### config.mk
export PLATFORM = sky130hd
export DESIGN_NAME = cmc_core
export DESIGN_NICKNAME = d
export VERILOG_FILES = /design/src/rtl/cmc_pkg.sv /design/src/rtl/cmc_core.sv /design/src/rtl/cmc_prescaler.sv /design/src/rtl/cmc_bit_timer.sv
export SDC_FILE = /design/constraint.sdc
export NUM_CORES = 1
export LEC_CHECK = 0
export BUFFER_PORTS_ARGS = -buffer_cell sky130_fd_sc_hd__buf_2
export CORE_ASPECT_RATIO = 2
export CORE_MARGIN = 1
export CORE_UTILIZATION = 50
export CTS_BUF_LIST = sky130_fd_sc_hd__clkbuf_16
export DETAILED_ROUTE_END_ITERATION = 12
export PLACE_DENSITY = 0.76
export SLEW_MARGIN = 20
export SYNTH_ARGS = -nofsm -noshare
export SYNTH_HDL_FRONTEND = slang
export SYNTH_SLANG_ARGS = --single-unit
export TNS_END_PERCENT = 50
### constraint.sdc
create_clock -name mclk_i -period 2.87 [get_ports mclk_i]
set_input_delay 0 -clock mclk_i [delete_from_list [all_inputs] [get_ports mclk_i]]
set_output_delay 0 -clock mclk_i [all_outputs]
set_load 0.005 [all_outputs]
### src/rtl/cmc_pkg.sv
// Package with register map, field layout and timing constants for cmc.
package cmc_pkg;
    localparam int          ADDR_W        = 6;
    localparam logic [5:0]  OFS_MASK_LO0  = 6'h00; // +8 per mask pair
    localparam logic [5:0]  OFS_MASK_HI0  = 6'h04;
    localparam logic [5:0]  OFS_MASK_STEP = 6'h08;
    localparam logic [5:0]  OFS_CTRL      = 6'h20;
    localparam logic [5:0]  OFS_DEF       = 6'h24;
    localparam logic [5:0]  OFS_LAST      = 6'h28;
    localparam logic [5:0]  OFS_ERC       = 6'h2c;
    localparam logic [5:0]  OFS_IE        = 6'h30;
    localparam logic [5:0]  OFS_BA        = 6'h34;
    localparam logic [5:0]  OFS_BRP       = 6'h38;
    localparam logic [5:0]  OFS_DIAG      = 6'h3c;
    localparam logic [5:0]  OFS_SYNC      = 6'h1c;
    localparam int          NUM_MASK      = 4;
    // Control bits
    localparam int          CTRL_INIT     = 0;
    localparam int          CTRL_SLEEP    = 1;
    localparam int          CTRL_STOP     = 2;
    localparam int          DEF_DIAG      = 0;
    // Timing field layout
    localparam int          DBT_LSB       = 0;
    localparam int          SPT_LSB       = 5;
    localparam int          SJW_LSB       = 10;
    localparam int          FIELD5_W      = 5;
    localparam int          BRP_W         = 6;
    localparam logic [15:0] SYNC_WMASK    = 16'h1fff;
    localparam logic [15:0] CTRL_RST      = 16'h0001;
    localparam logic [15:0] SYNC_RST      = 16'h0000;
    localparam logic [7:0]  ERR_LIMIT     = 8'hff;
    localparam int          DIAG_BITS     = 8;
endpackage

### src/rtl/cmc_core.sv
// CAN control, timing and diagnostic core with classic Wishbone slave.
//
// Added by the designer: the register addresses and register access over Wishbone.
`timescale 1ns/1ps
// Function
// - Standard-ID buffers also compare low 18 data-field bits through mask.
// - Mask bit one makes the bit don't-care; one mask serves both formats.
// - Read-only info register: last error code and last receive buffer.
// - Read-only register shows transmit and receive error counters.
// - Read-only register reports the frame currently on the bus.
// - Prescaler register accessible only while init flag is one.
// - Diagnostic capture readable only in diagnostic mode with init off.
// - Capture counts every bus bit except one sampled in the SOF cycle, accumulating across frames; SOF does not clear the count.
// - Last 8 bits freeze on error or ack delimiter; reset at SOF.
// - Bit-timing register always readable, writable only in init mode.
// - Sleep mode stands by and wakes on bus activity.
// - Stop mode stands by, ignores bus; only CPU access leaves it.
// - Protocol clock is base clock over twice one plus prescaler.
// - Bit-time in bits 4..0, sample point in 9..5; segments value plus one.
module cmc_core (
    // Clock and reset
    input  wire logic        mclk_i,
    input  wire logic        nrst_i,
    // Wishbone slave
    input  wire logic        wb_cyc_i,
    input  wire logic        wb_stb_i,
    input  wire logic        wb_we_i,
    input  wire logic [5:0]  wb_adr_i,
    input  wire logic [3:0]  wb_sel_i,
    input  wire logic [31:0] wb_dat_i,
    output logic      [31:0] wb_dat_o,
    output logic             wb_ack_o,
    // Protocol engine status
    input  wire logic [3:0]  last_err_i,
    input  wire logic [4:0]  last_buf_i,
    input  wire logic [7:0]  tx_err_cnt_i,
    input  wire logic [7:0]  rx_err_cnt_i,
    input  wire logic [15:0] frame_info_i,
    input  wire logic        bus_err_i,
    input  wire logic        ack_delim_i,
    input  wire logic        sof_i,
    // Acceptance check
    input  wire logic [1:0]  acc_sel_i,
    input  wire logic [31:0] acc_rx_i,
    input  wire logic [31:0] acc_ref_i,
    output logic             acc_hit_o,
    // CAN pin and mode outputs
    input  wire logic        can_rx_i,
    output logic             init_o,
    output logic             standby_o,
    output logic             bit_sample_o
);
    import cmc_pkg::*;
    typedef struct packed {
        logic [NUM_MASK-1:0][31:0] mask;
        logic [15:0] ctrl;
        logic [15:0] def;
        logic [15:0] ie;
        logic [BRP_W-1:0] brp;
        logic [15:0] sync;
        logic [7:0]  cap;
        logic [7:0]  cnt;
        logic        frozen;
        logic        rx_prev;
        logic [31:0] dat;
        logic        ack;
        logic        hit;
        logic        sync1;
        logic        sync2;
        logic        stby;
    } cmc_core_type;
    cmc_core_type st_r;
    cmc_core_type st_nxt;
    logic         tick;
    logic         smp;
    logic         smp_bit;
    logic         req;
    logic         wr;
    logic [15:0]  wd;
    logic [31:0]  rd;
    logic [31:0]  mrec;
    logic         init;
    logic         diag_ok;

    // Set/clear format: low byte clears, high byte sets
    function automatic logic [15:0] setclr(input logic [15:0] cur,
                                           input logic [15:0] w);
        setclr = (cur & ~{8'h00, w[7:0]}) | {8'h00, w[15:8]};
    endfunction

    // Mask pair decode
    function automatic logic [2:0] mask_slot(input logic [5:0] a);
        mask_slot = {a < OFS_CTRL - 6'h04, a[4:3]};
    endfunction

    cmc_prescaler u_psc (
        .mclk_i            (mclk_i),
        .nrst_i            (nrst_i),
        .run_i             (~init & ~st_r.ctrl[CTRL_SLEEP]
                            & ~st_r.ctrl[CTRL_STOP]),
        .prescaler_field_i (st_r.brp),
        .tick_o            (tick)
    );

    cmc_bit_timer u_bt (
        .mclk_i               (mclk_i),
        .nrst_i               (nrst_i),
        .tick_i               (tick),
        .bit_time_field_i     (st_r.sync[DBT_LSB +: FIELD5_W]),
        .sample_point_field_i (st_r.sync[SPT_LSB +: FIELD5_W]),
        .rx_i                 (st_r.sync2),
        .sample_o             (smp),
        .bit_o                (smp_bit)
    );

    always_comb begin
        init    = st_r.ctrl[CTRL_INIT];
        diag_ok = st_r.def[DEF_DIAG] & ~init;
        req     = wb_cyc_i & wb_stb_i & ~st_r.ack;
        wr      = req & wb_we_i;
        wd      = wb_dat_i[15:0];
        mrec    = st_r.mask[acc_sel_i];
        rd      = 32'h0000_0000;
        st_nxt  = st_r;
        st_nxt.ack   = req;
        st_nxt.sync1 = can_rx_i;
        st_nxt.sync2 = st_r.sync1;
        st_nxt.rx_prev = st_r.sync2;
        // Masked compare over full 32 bits covers data bits too
        st_nxt.hit = &(~(acc_rx_i ^ acc_ref_i) | mrec);
        // Wake on bus activity in sleep, not in stop
        if (st_r.ctrl[CTRL_SLEEP] && !st_r.ctrl[CTRL_STOP]
            && st_r.sync2 != st_r.rx_prev) begin
            st_nxt.ctrl[CTRL_SLEEP] = 1'b0;
        end
        // Diagnostic capture
        if (sof_i) begin
            st_nxt.cap    = '0;
            st_nxt.frozen = 1'b0;
        end else if (bus_err_i || ack_delim_i) begin
            st_nxt.frozen = 1'b1;
        end
        if (smp && !sof_i) begin
            st_nxt.cnt = st_r.cnt + 8'h01;
            if (!st_r.frozen && !(bus_err_i || ack_delim_i)) begin
                st_nxt.cap = {st_r.cap[DIAG_BITS-2:0], smp_bit};
            end
        end
        // Register reads
        // Mask halves sit on word offsets only
        if (wb_adr_i < OFS_SYNC && wb_adr_i[1:0] == '0) begin
            rd[15:0] = wb_adr_i[2] ?
                st_r.mask[mask_slot(wb_adr_i)[1:0]][31:16] :
                st_r.mask[mask_slot(wb_adr_i)[1:0]][15:0];
        end else begin
            unique case (wb_adr_i)
                OFS_SYNC: rd[15:0] = st_r.sync;
                OFS_CTRL: rd[15:0] = st_r.ctrl;
                OFS_DEF:  rd[15:0] = st_r.def;
                OFS_LAST: rd[15:0] = {7'h00, last_buf_i, last_err_i};
                OFS_ERC:  rd[15:0] = {rx_err_cnt_i, tx_err_cnt_i};
                OFS_IE:   rd[15:0] = st_r.ie;
                OFS_BA:   rd[15:0] = frame_info_i;
                OFS_BRP: begin
                    if (init) begin
                        rd[BRP_W-1:0] = st_r.brp;
                    end
                end
                OFS_DIAG: begin
                    if (diag_ok) begin
                        rd[15:0] = {st_r.cnt, st_r.cap};
                    end
                end
                default: rd = 32'h0000_0000;
            endcase
        end
        if (req && !wb_we_i) begin
            st_nxt.dat = rd;
        end
        // Register writes, low halfword lanes
        if (wr && (&wb_sel_i[1:0])) begin
            if (wb_adr_i < OFS_SYNC && wb_adr_i[1:0] == '0) begin
                if (wb_adr_i[2]) begin
                    st_nxt.mask[mask_slot(wb_adr_i)[1:0]][31:16] = wd;
                end else begin
                    st_nxt.mask[mask_slot(wb_adr_i)[1:0]][15:0] = wd;
                end
            end else begin
                unique case (wb_adr_i)
                    OFS_SYNC: begin
                        if (init) begin
                            st_nxt.sync = wd & SYNC_WMASK;
                        end
                    end
                    OFS_CTRL: begin
                        // A control write whose low byte clears the stop bit and whose high byte does not set it takes the core out of stop
                        st_nxt.ctrl = setclr(st_r.ctrl, wd);
                    end
                    OFS_DEF: st_nxt.def = setclr(st_r.def, wd);
                    OFS_IE:  st_nxt.ie  = setclr(st_r.ie, wd);
                    OFS_BRP: begin
                        if (init) begin
                            st_nxt.brp = wd[BRP_W-1:0];
                        end
                    end
                    default: st_nxt.dat = st_nxt.dat;
                endcase
            end
        end
        // Standby flag registered so the output comes from a flop
        st_nxt.stby = st_nxt.ctrl[CTRL_SLEEP] | st_nxt.ctrl[CTRL_STOP];
    end

    always_ff @(posedge mclk_i or negedge nrst_i) begin
        if (!nrst_i) begin
            st_r       <= '0;
            st_r.ctrl  <= CTRL_RST;
            st_r.sync  <= SYNC_RST;
            st_r.sync1 <= 1'b1;
            st_r.sync2 <= 1'b1;
            st_r.rx_prev <= 1'b1;
        end else begin
            st_r <= st_nxt;
        end
    end

    // Outputs from the state register; sample strobe from the bit timer
    assign wb_dat_o     = st_r.dat;
    assign wb_ack_o     = st_r.ack;
    assign acc_hit_o    = st_r.hit;
    assign init_o       = st_r.ctrl[CTRL_INIT];
    assign standby_o    = st_r.stby;
    assign bit_sample_o = smp;
endmodule // cmc_core

### src/rtl/cmc_prescaler.sv
// Protocol-layer clock tick generator.
`timescale 1ns/1ps
module cmc_prescaler (
    // Clock and reset
    input  wire logic                      mclk_i,
    input  wire logic                      nrst_i,
    // Control
    input  wire logic                      run_i,
    input  wire logic [cmc_pkg::BRP_W-1:0] prescaler_field_i,
    // Tick
    output logic                           tick_o
);
    import cmc_pkg::*;
    typedef struct packed {
        logic [BRP_W:0] cnt;
        logic           tick;
    } cmc_psc_type;
    cmc_psc_type st_r;
    cmc_psc_type st_nxt;
    logic [BRP_W:0] lim;

    always_comb begin
        // Divide by twice one plus the prescaler field
        lim = {prescaler_field_i, 1'b1};
        st_nxt = st_r;
        st_nxt.tick = 1'b0;
        if (!run_i) begin
            st_nxt.cnt = '0;
        end else if (st_r.cnt >= lim) begin
            st_nxt.cnt = '0;
            st_nxt.tick = 1'b1;
        end else begin
            st_nxt.cnt = st_r.cnt + 1'b1;
        end
    end

    always_ff @(posedge mclk_i or negedge nrst_i) begin
        if (!nrst_i) begin
            st_r <= '0;
        end else begin
            st_r <= st_nxt;
        end
    end
    assign tick_o = st_r.tick;
endmodule // cmc_prescaler

### src/rtl/cmc_bit_timer.sv
// Bit timer: samples the bus at the sample point of each bit time.
`timescale 1ns/1ps
module cmc_bit_timer (
    // Clock and reset
    input  wire logic                         mclk_i,
    input  wire logic                         nrst_i,
    // Timing
    input  wire logic                         tick_i,
    input  wire logic [cmc_pkg::FIELD5_W-1:0] bit_time_field_i,
    input  wire logic [cmc_pkg::FIELD5_W-1:0] sample_point_field_i,
    input  wire logic                         rx_i,
    // Sample
    output logic                              sample_o,
    output logic                              bit_o
);
    import cmc_pkg::*;
    typedef struct packed {
        logic [FIELD5_W-1:0] cnt;
        logic                smp;
        logic                bitv;
    } cmc_bt_type;
    cmc_bt_type st_r;
    cmc_bt_type st_nxt;

    always_comb begin
        st_nxt = st_r;
        st_nxt.smp = 1'b0;
        if (tick_i) begin
            // Segments last field value plus one periods
            if (st_r.cnt == bit_time_field_i) begin
                st_nxt.cnt = '0;
            end else begin
                st_nxt.cnt = st_r.cnt + 1'b1;
            end
            if (st_r.cnt == sample_point_field_i) begin
                st_nxt.smp = 1'b1;
                st_nxt.bitv = rx_i;
            end
        end
    end

    always_ff @(posedge mclk_i or negedge nrst_i) begin
        if (!nrst_i) begin
            st_r <= '{cnt: '0, smp: 1'b0, bitv: 1'b1};
        end else begin
            st_r <= st_nxt;
        end
    end
    assign sample_o = st_r.smp;
    assign bit_o    = st_r.bitv;
endmodule // cmc_bit_timer

==> run metrics <==
clock sinks=225; asr flop ratio synth=100.0%; Worst Hold Launch=wb_dat_i[13]; starting density of the core=51.21%; Slew headroom=42.55%; Synth Area in Adders=0.9629%; Worst Setup SP=wb_ack_o$_DFF_PN0_; Hold WS=0.005520 ns; FILL cells=1815; root buffer cell=clkbuf_16; sequential-to-total area share from yosys stat=48.20%; first-pass GRT wire length=50.91 mm; Power Dens Cells=529.3 mW/mm^2; clk_lat worst skew=0.49 ns; Crit. End Element=flop; WL final=33.40 mm; leading area contributor after synthesis=dfrtp_1; actual slew at the worst max-slew pin=0.8599 ns; Die Span Y=218.3 microns; First-pass DRT Iterations=5; Max Fclk=370.9 MHz; Nets=1275; final critical-path setup slack=0.1736 ns; Pleak=0.006470 uW; Final Non-Filler Cells=1400; Vias/cell=6.231; GRT Overall Usage=28.77%; antenna-violating nets left=0; ys flop type=dfrtp_1; Clock transition at path regs=0.07 ns; vias in the first global route=9166; Max IR drop VDD=0.0005304 V; detailed-route wire length per cell=23.86 microns; I/O pins=195; post-detail-place hpwl=23.60 mm; die width=110.1 microns; mux contribution to synthesized area=23.59%; Synth Area in XOR/XNOR=4.119%; antenna cells=0; Site Rows=78; largest net degree at the start of global routing=98; clk buf depth=3; CP max FO=9; RR Startpoint=wb_ack_o$_DFF_PN0_; initial antenna violation count=0; number of setup buffers added after CTS=0; max cap viols=0; total CTS buffers=20; yosys warns=0; clock skew=0.006786 ns; gp weighted congestion=0.9132; Mean Syn Cell Area=12.51 sq um; WP data arrival=3.08 ns; Cell variety after synth=59; Layout Area Growth over Synthesis=18.71%; CP Class=reg -> reg; share of Yosys cell area claimed by the top area cell type=47.07%; Post-synth EDFFs=0; Post-Synth Simple-Gate Area=8.206%; crit path launch type=flop; status=finished clean; Yosys reg bits=225; final setup vio count=0; Hold Vio Cnt, Final=0; Worst Path Required=3.25 ns; largest family of logic cells by synthesized area=multiplexers; setup TNS=0 ns; RSZ-0062 raised after global routing=false; Initial DRC Count=698; Commonest cells post-synth=dfrtp_1, mux2_2, nand2_1, clkbuf_1, mux4_2; Cells after Synth=935; die area=0.02404 sq mm; Overflow after GRT=0; largest cells by area after synthesis=dfrtp_1, mux2_2, mux4_2; Synth Cell Area=0.01169 sq mm; placed cell count=1309; Port Buffers=160; fin. max-slew vios=0; clock period minus worst slack=2.696 ns; DR vias=8724; worst hold path type=in -> reg; drc violations=0; core box area=0.02284 sq mm; pre-CTS setup slack=0.6266 ns; depth of the CTS H-tree=1; Compound-Gate Fraction of Synth Area=9.447%; share of cells above drive strength 1=37.41%; TritonCTS clock tree=done; count leader, synth=dfrtp_1; fin crit share=93.95%
[sequential cells by signal, summed over array words and instances, names as in the netlist, 2 cells and up]
register,count
st_nxt,2
wb_dat_o,16
u_bt.st_r,5
st_r,188
u_psc.st_r,7
[area by class of cell]
class | instances | area (sq um) | area share, %
clock buffer | 21 | 525.5 | 3.785
timing repair buffer | 250 | 1679 | 12.09
tap | 280 | 350.3 | 2.523
sequential | 225 | 5637 | 40.60
multi-input combinational | 600 | 5487 | 39.52
clock inverter | 13 | 163.9 | 1.181
inverter | 11 | 41.29 | 0.2974
[cell families (layout without fill, tap and decap cells)]
kind of cell,count (synthesis),after routing
flops,225,225
buf+inv,125,295
mux,199,199
simple gates,181,181
xor+xnor,55,55
fa+ha+maj,9,9
other cells,1,16
compound gates,140,140
[layer usage]
metal,track usage [%],wire length [microns],vias up
li1,-,-,3760
met1,32.20,11930,4461
met2,51.46,17580,396
met3,2.684,1591,107
met4,17.50,2299,0
met5,0,0,-
[report_power, final]
part / leakage, uW / internal, uW / switching [uW]
combinational: 0.00306 / 449 / 525
clock: 0.000343 / 1680 / 1190
sequential: 0.00307 / 3330 / 168
[cell usage in the layout, fill, tap and decap left out, types with 5 or more instances in the layout]
cell           instances
nor4_1                 5
o22ai_1               18
ha_1                   9
conb_1                16
nand2_1               66
a22oi_1                8
nor2_1                36
mux2_2               133
o211ai_1              17
buf_4                 29
a2bb2oi_1              5
mux4_2                48
and3_1                 7
dfrtp_1              220
mux2i_1               18
a222oi_1              21
a31oi_1                8
inv_1                 14
xnor2_1               45
a21oi_1                7
nand3b_1              11
buf_2                159
xor2_1                10
dlygate4sd3_1         57
and4_1                 6
nand3_1               11
dfstp_2                5
nand4_1               10
a22o_1                28
clkbuf_16             21
[what timing repair did]
item / CTS / global route
hold buffers: 57 / 0
endpoints found under the hold margin: 185 / 0
resized for setup: 0 / 2
setup endpoints to repair: 0 / 2
[path summary, 6_finish.rpt]
path                            slack [ns]                    end  cells past startpoint
worst max-delay path                  0.17  st_r[116]$_DFFE_PN0P_                      8
worst min-delay path                 0.006   st_r[98]$_DFFE_PN0P_                      2
worst max register to register        0.17  st_r[116]$_DFFE_PN0P_                      8
worst min register to register        0.36   st_nxt[37]$_DFF_PN1_                      0
max in group asynchronous             1.93   st_r[43]$_DFFE_PN0P_                      3
min in group asynchronous             0.11   st_r[78]$_DFFE_PN0P_                      2
[stage by stage]
| stage | cell area (sq um) | utilization, % | total power [uW] |
|---|---|---|---|
| after floorplan | 11750 | - | 4070 |
| after global placement | 12620 | 55.25 | 4440 |
| after detailed placement | 12620 | 55.25 | 4470 |
| after CTS | 13880 | 60.77 | 7376 |
| after global routing | 13880 | 60.79 | 7592 |
| final | 13880 | 60.79 | 7349 |
[worst max-delay path: stages (launching register included)]
cell	delay, ns
dfrtp_1	0.39
nand3b_1	0.38
a211oi_2	0.37
buf_4	0.18
and2_2	0.27
buf_4	0.21
nand2_1	0.06
a22o_1	0.18
dlygate4sd3_1	0.54
No activity file was read; power rests on OpenSTA's default activity.
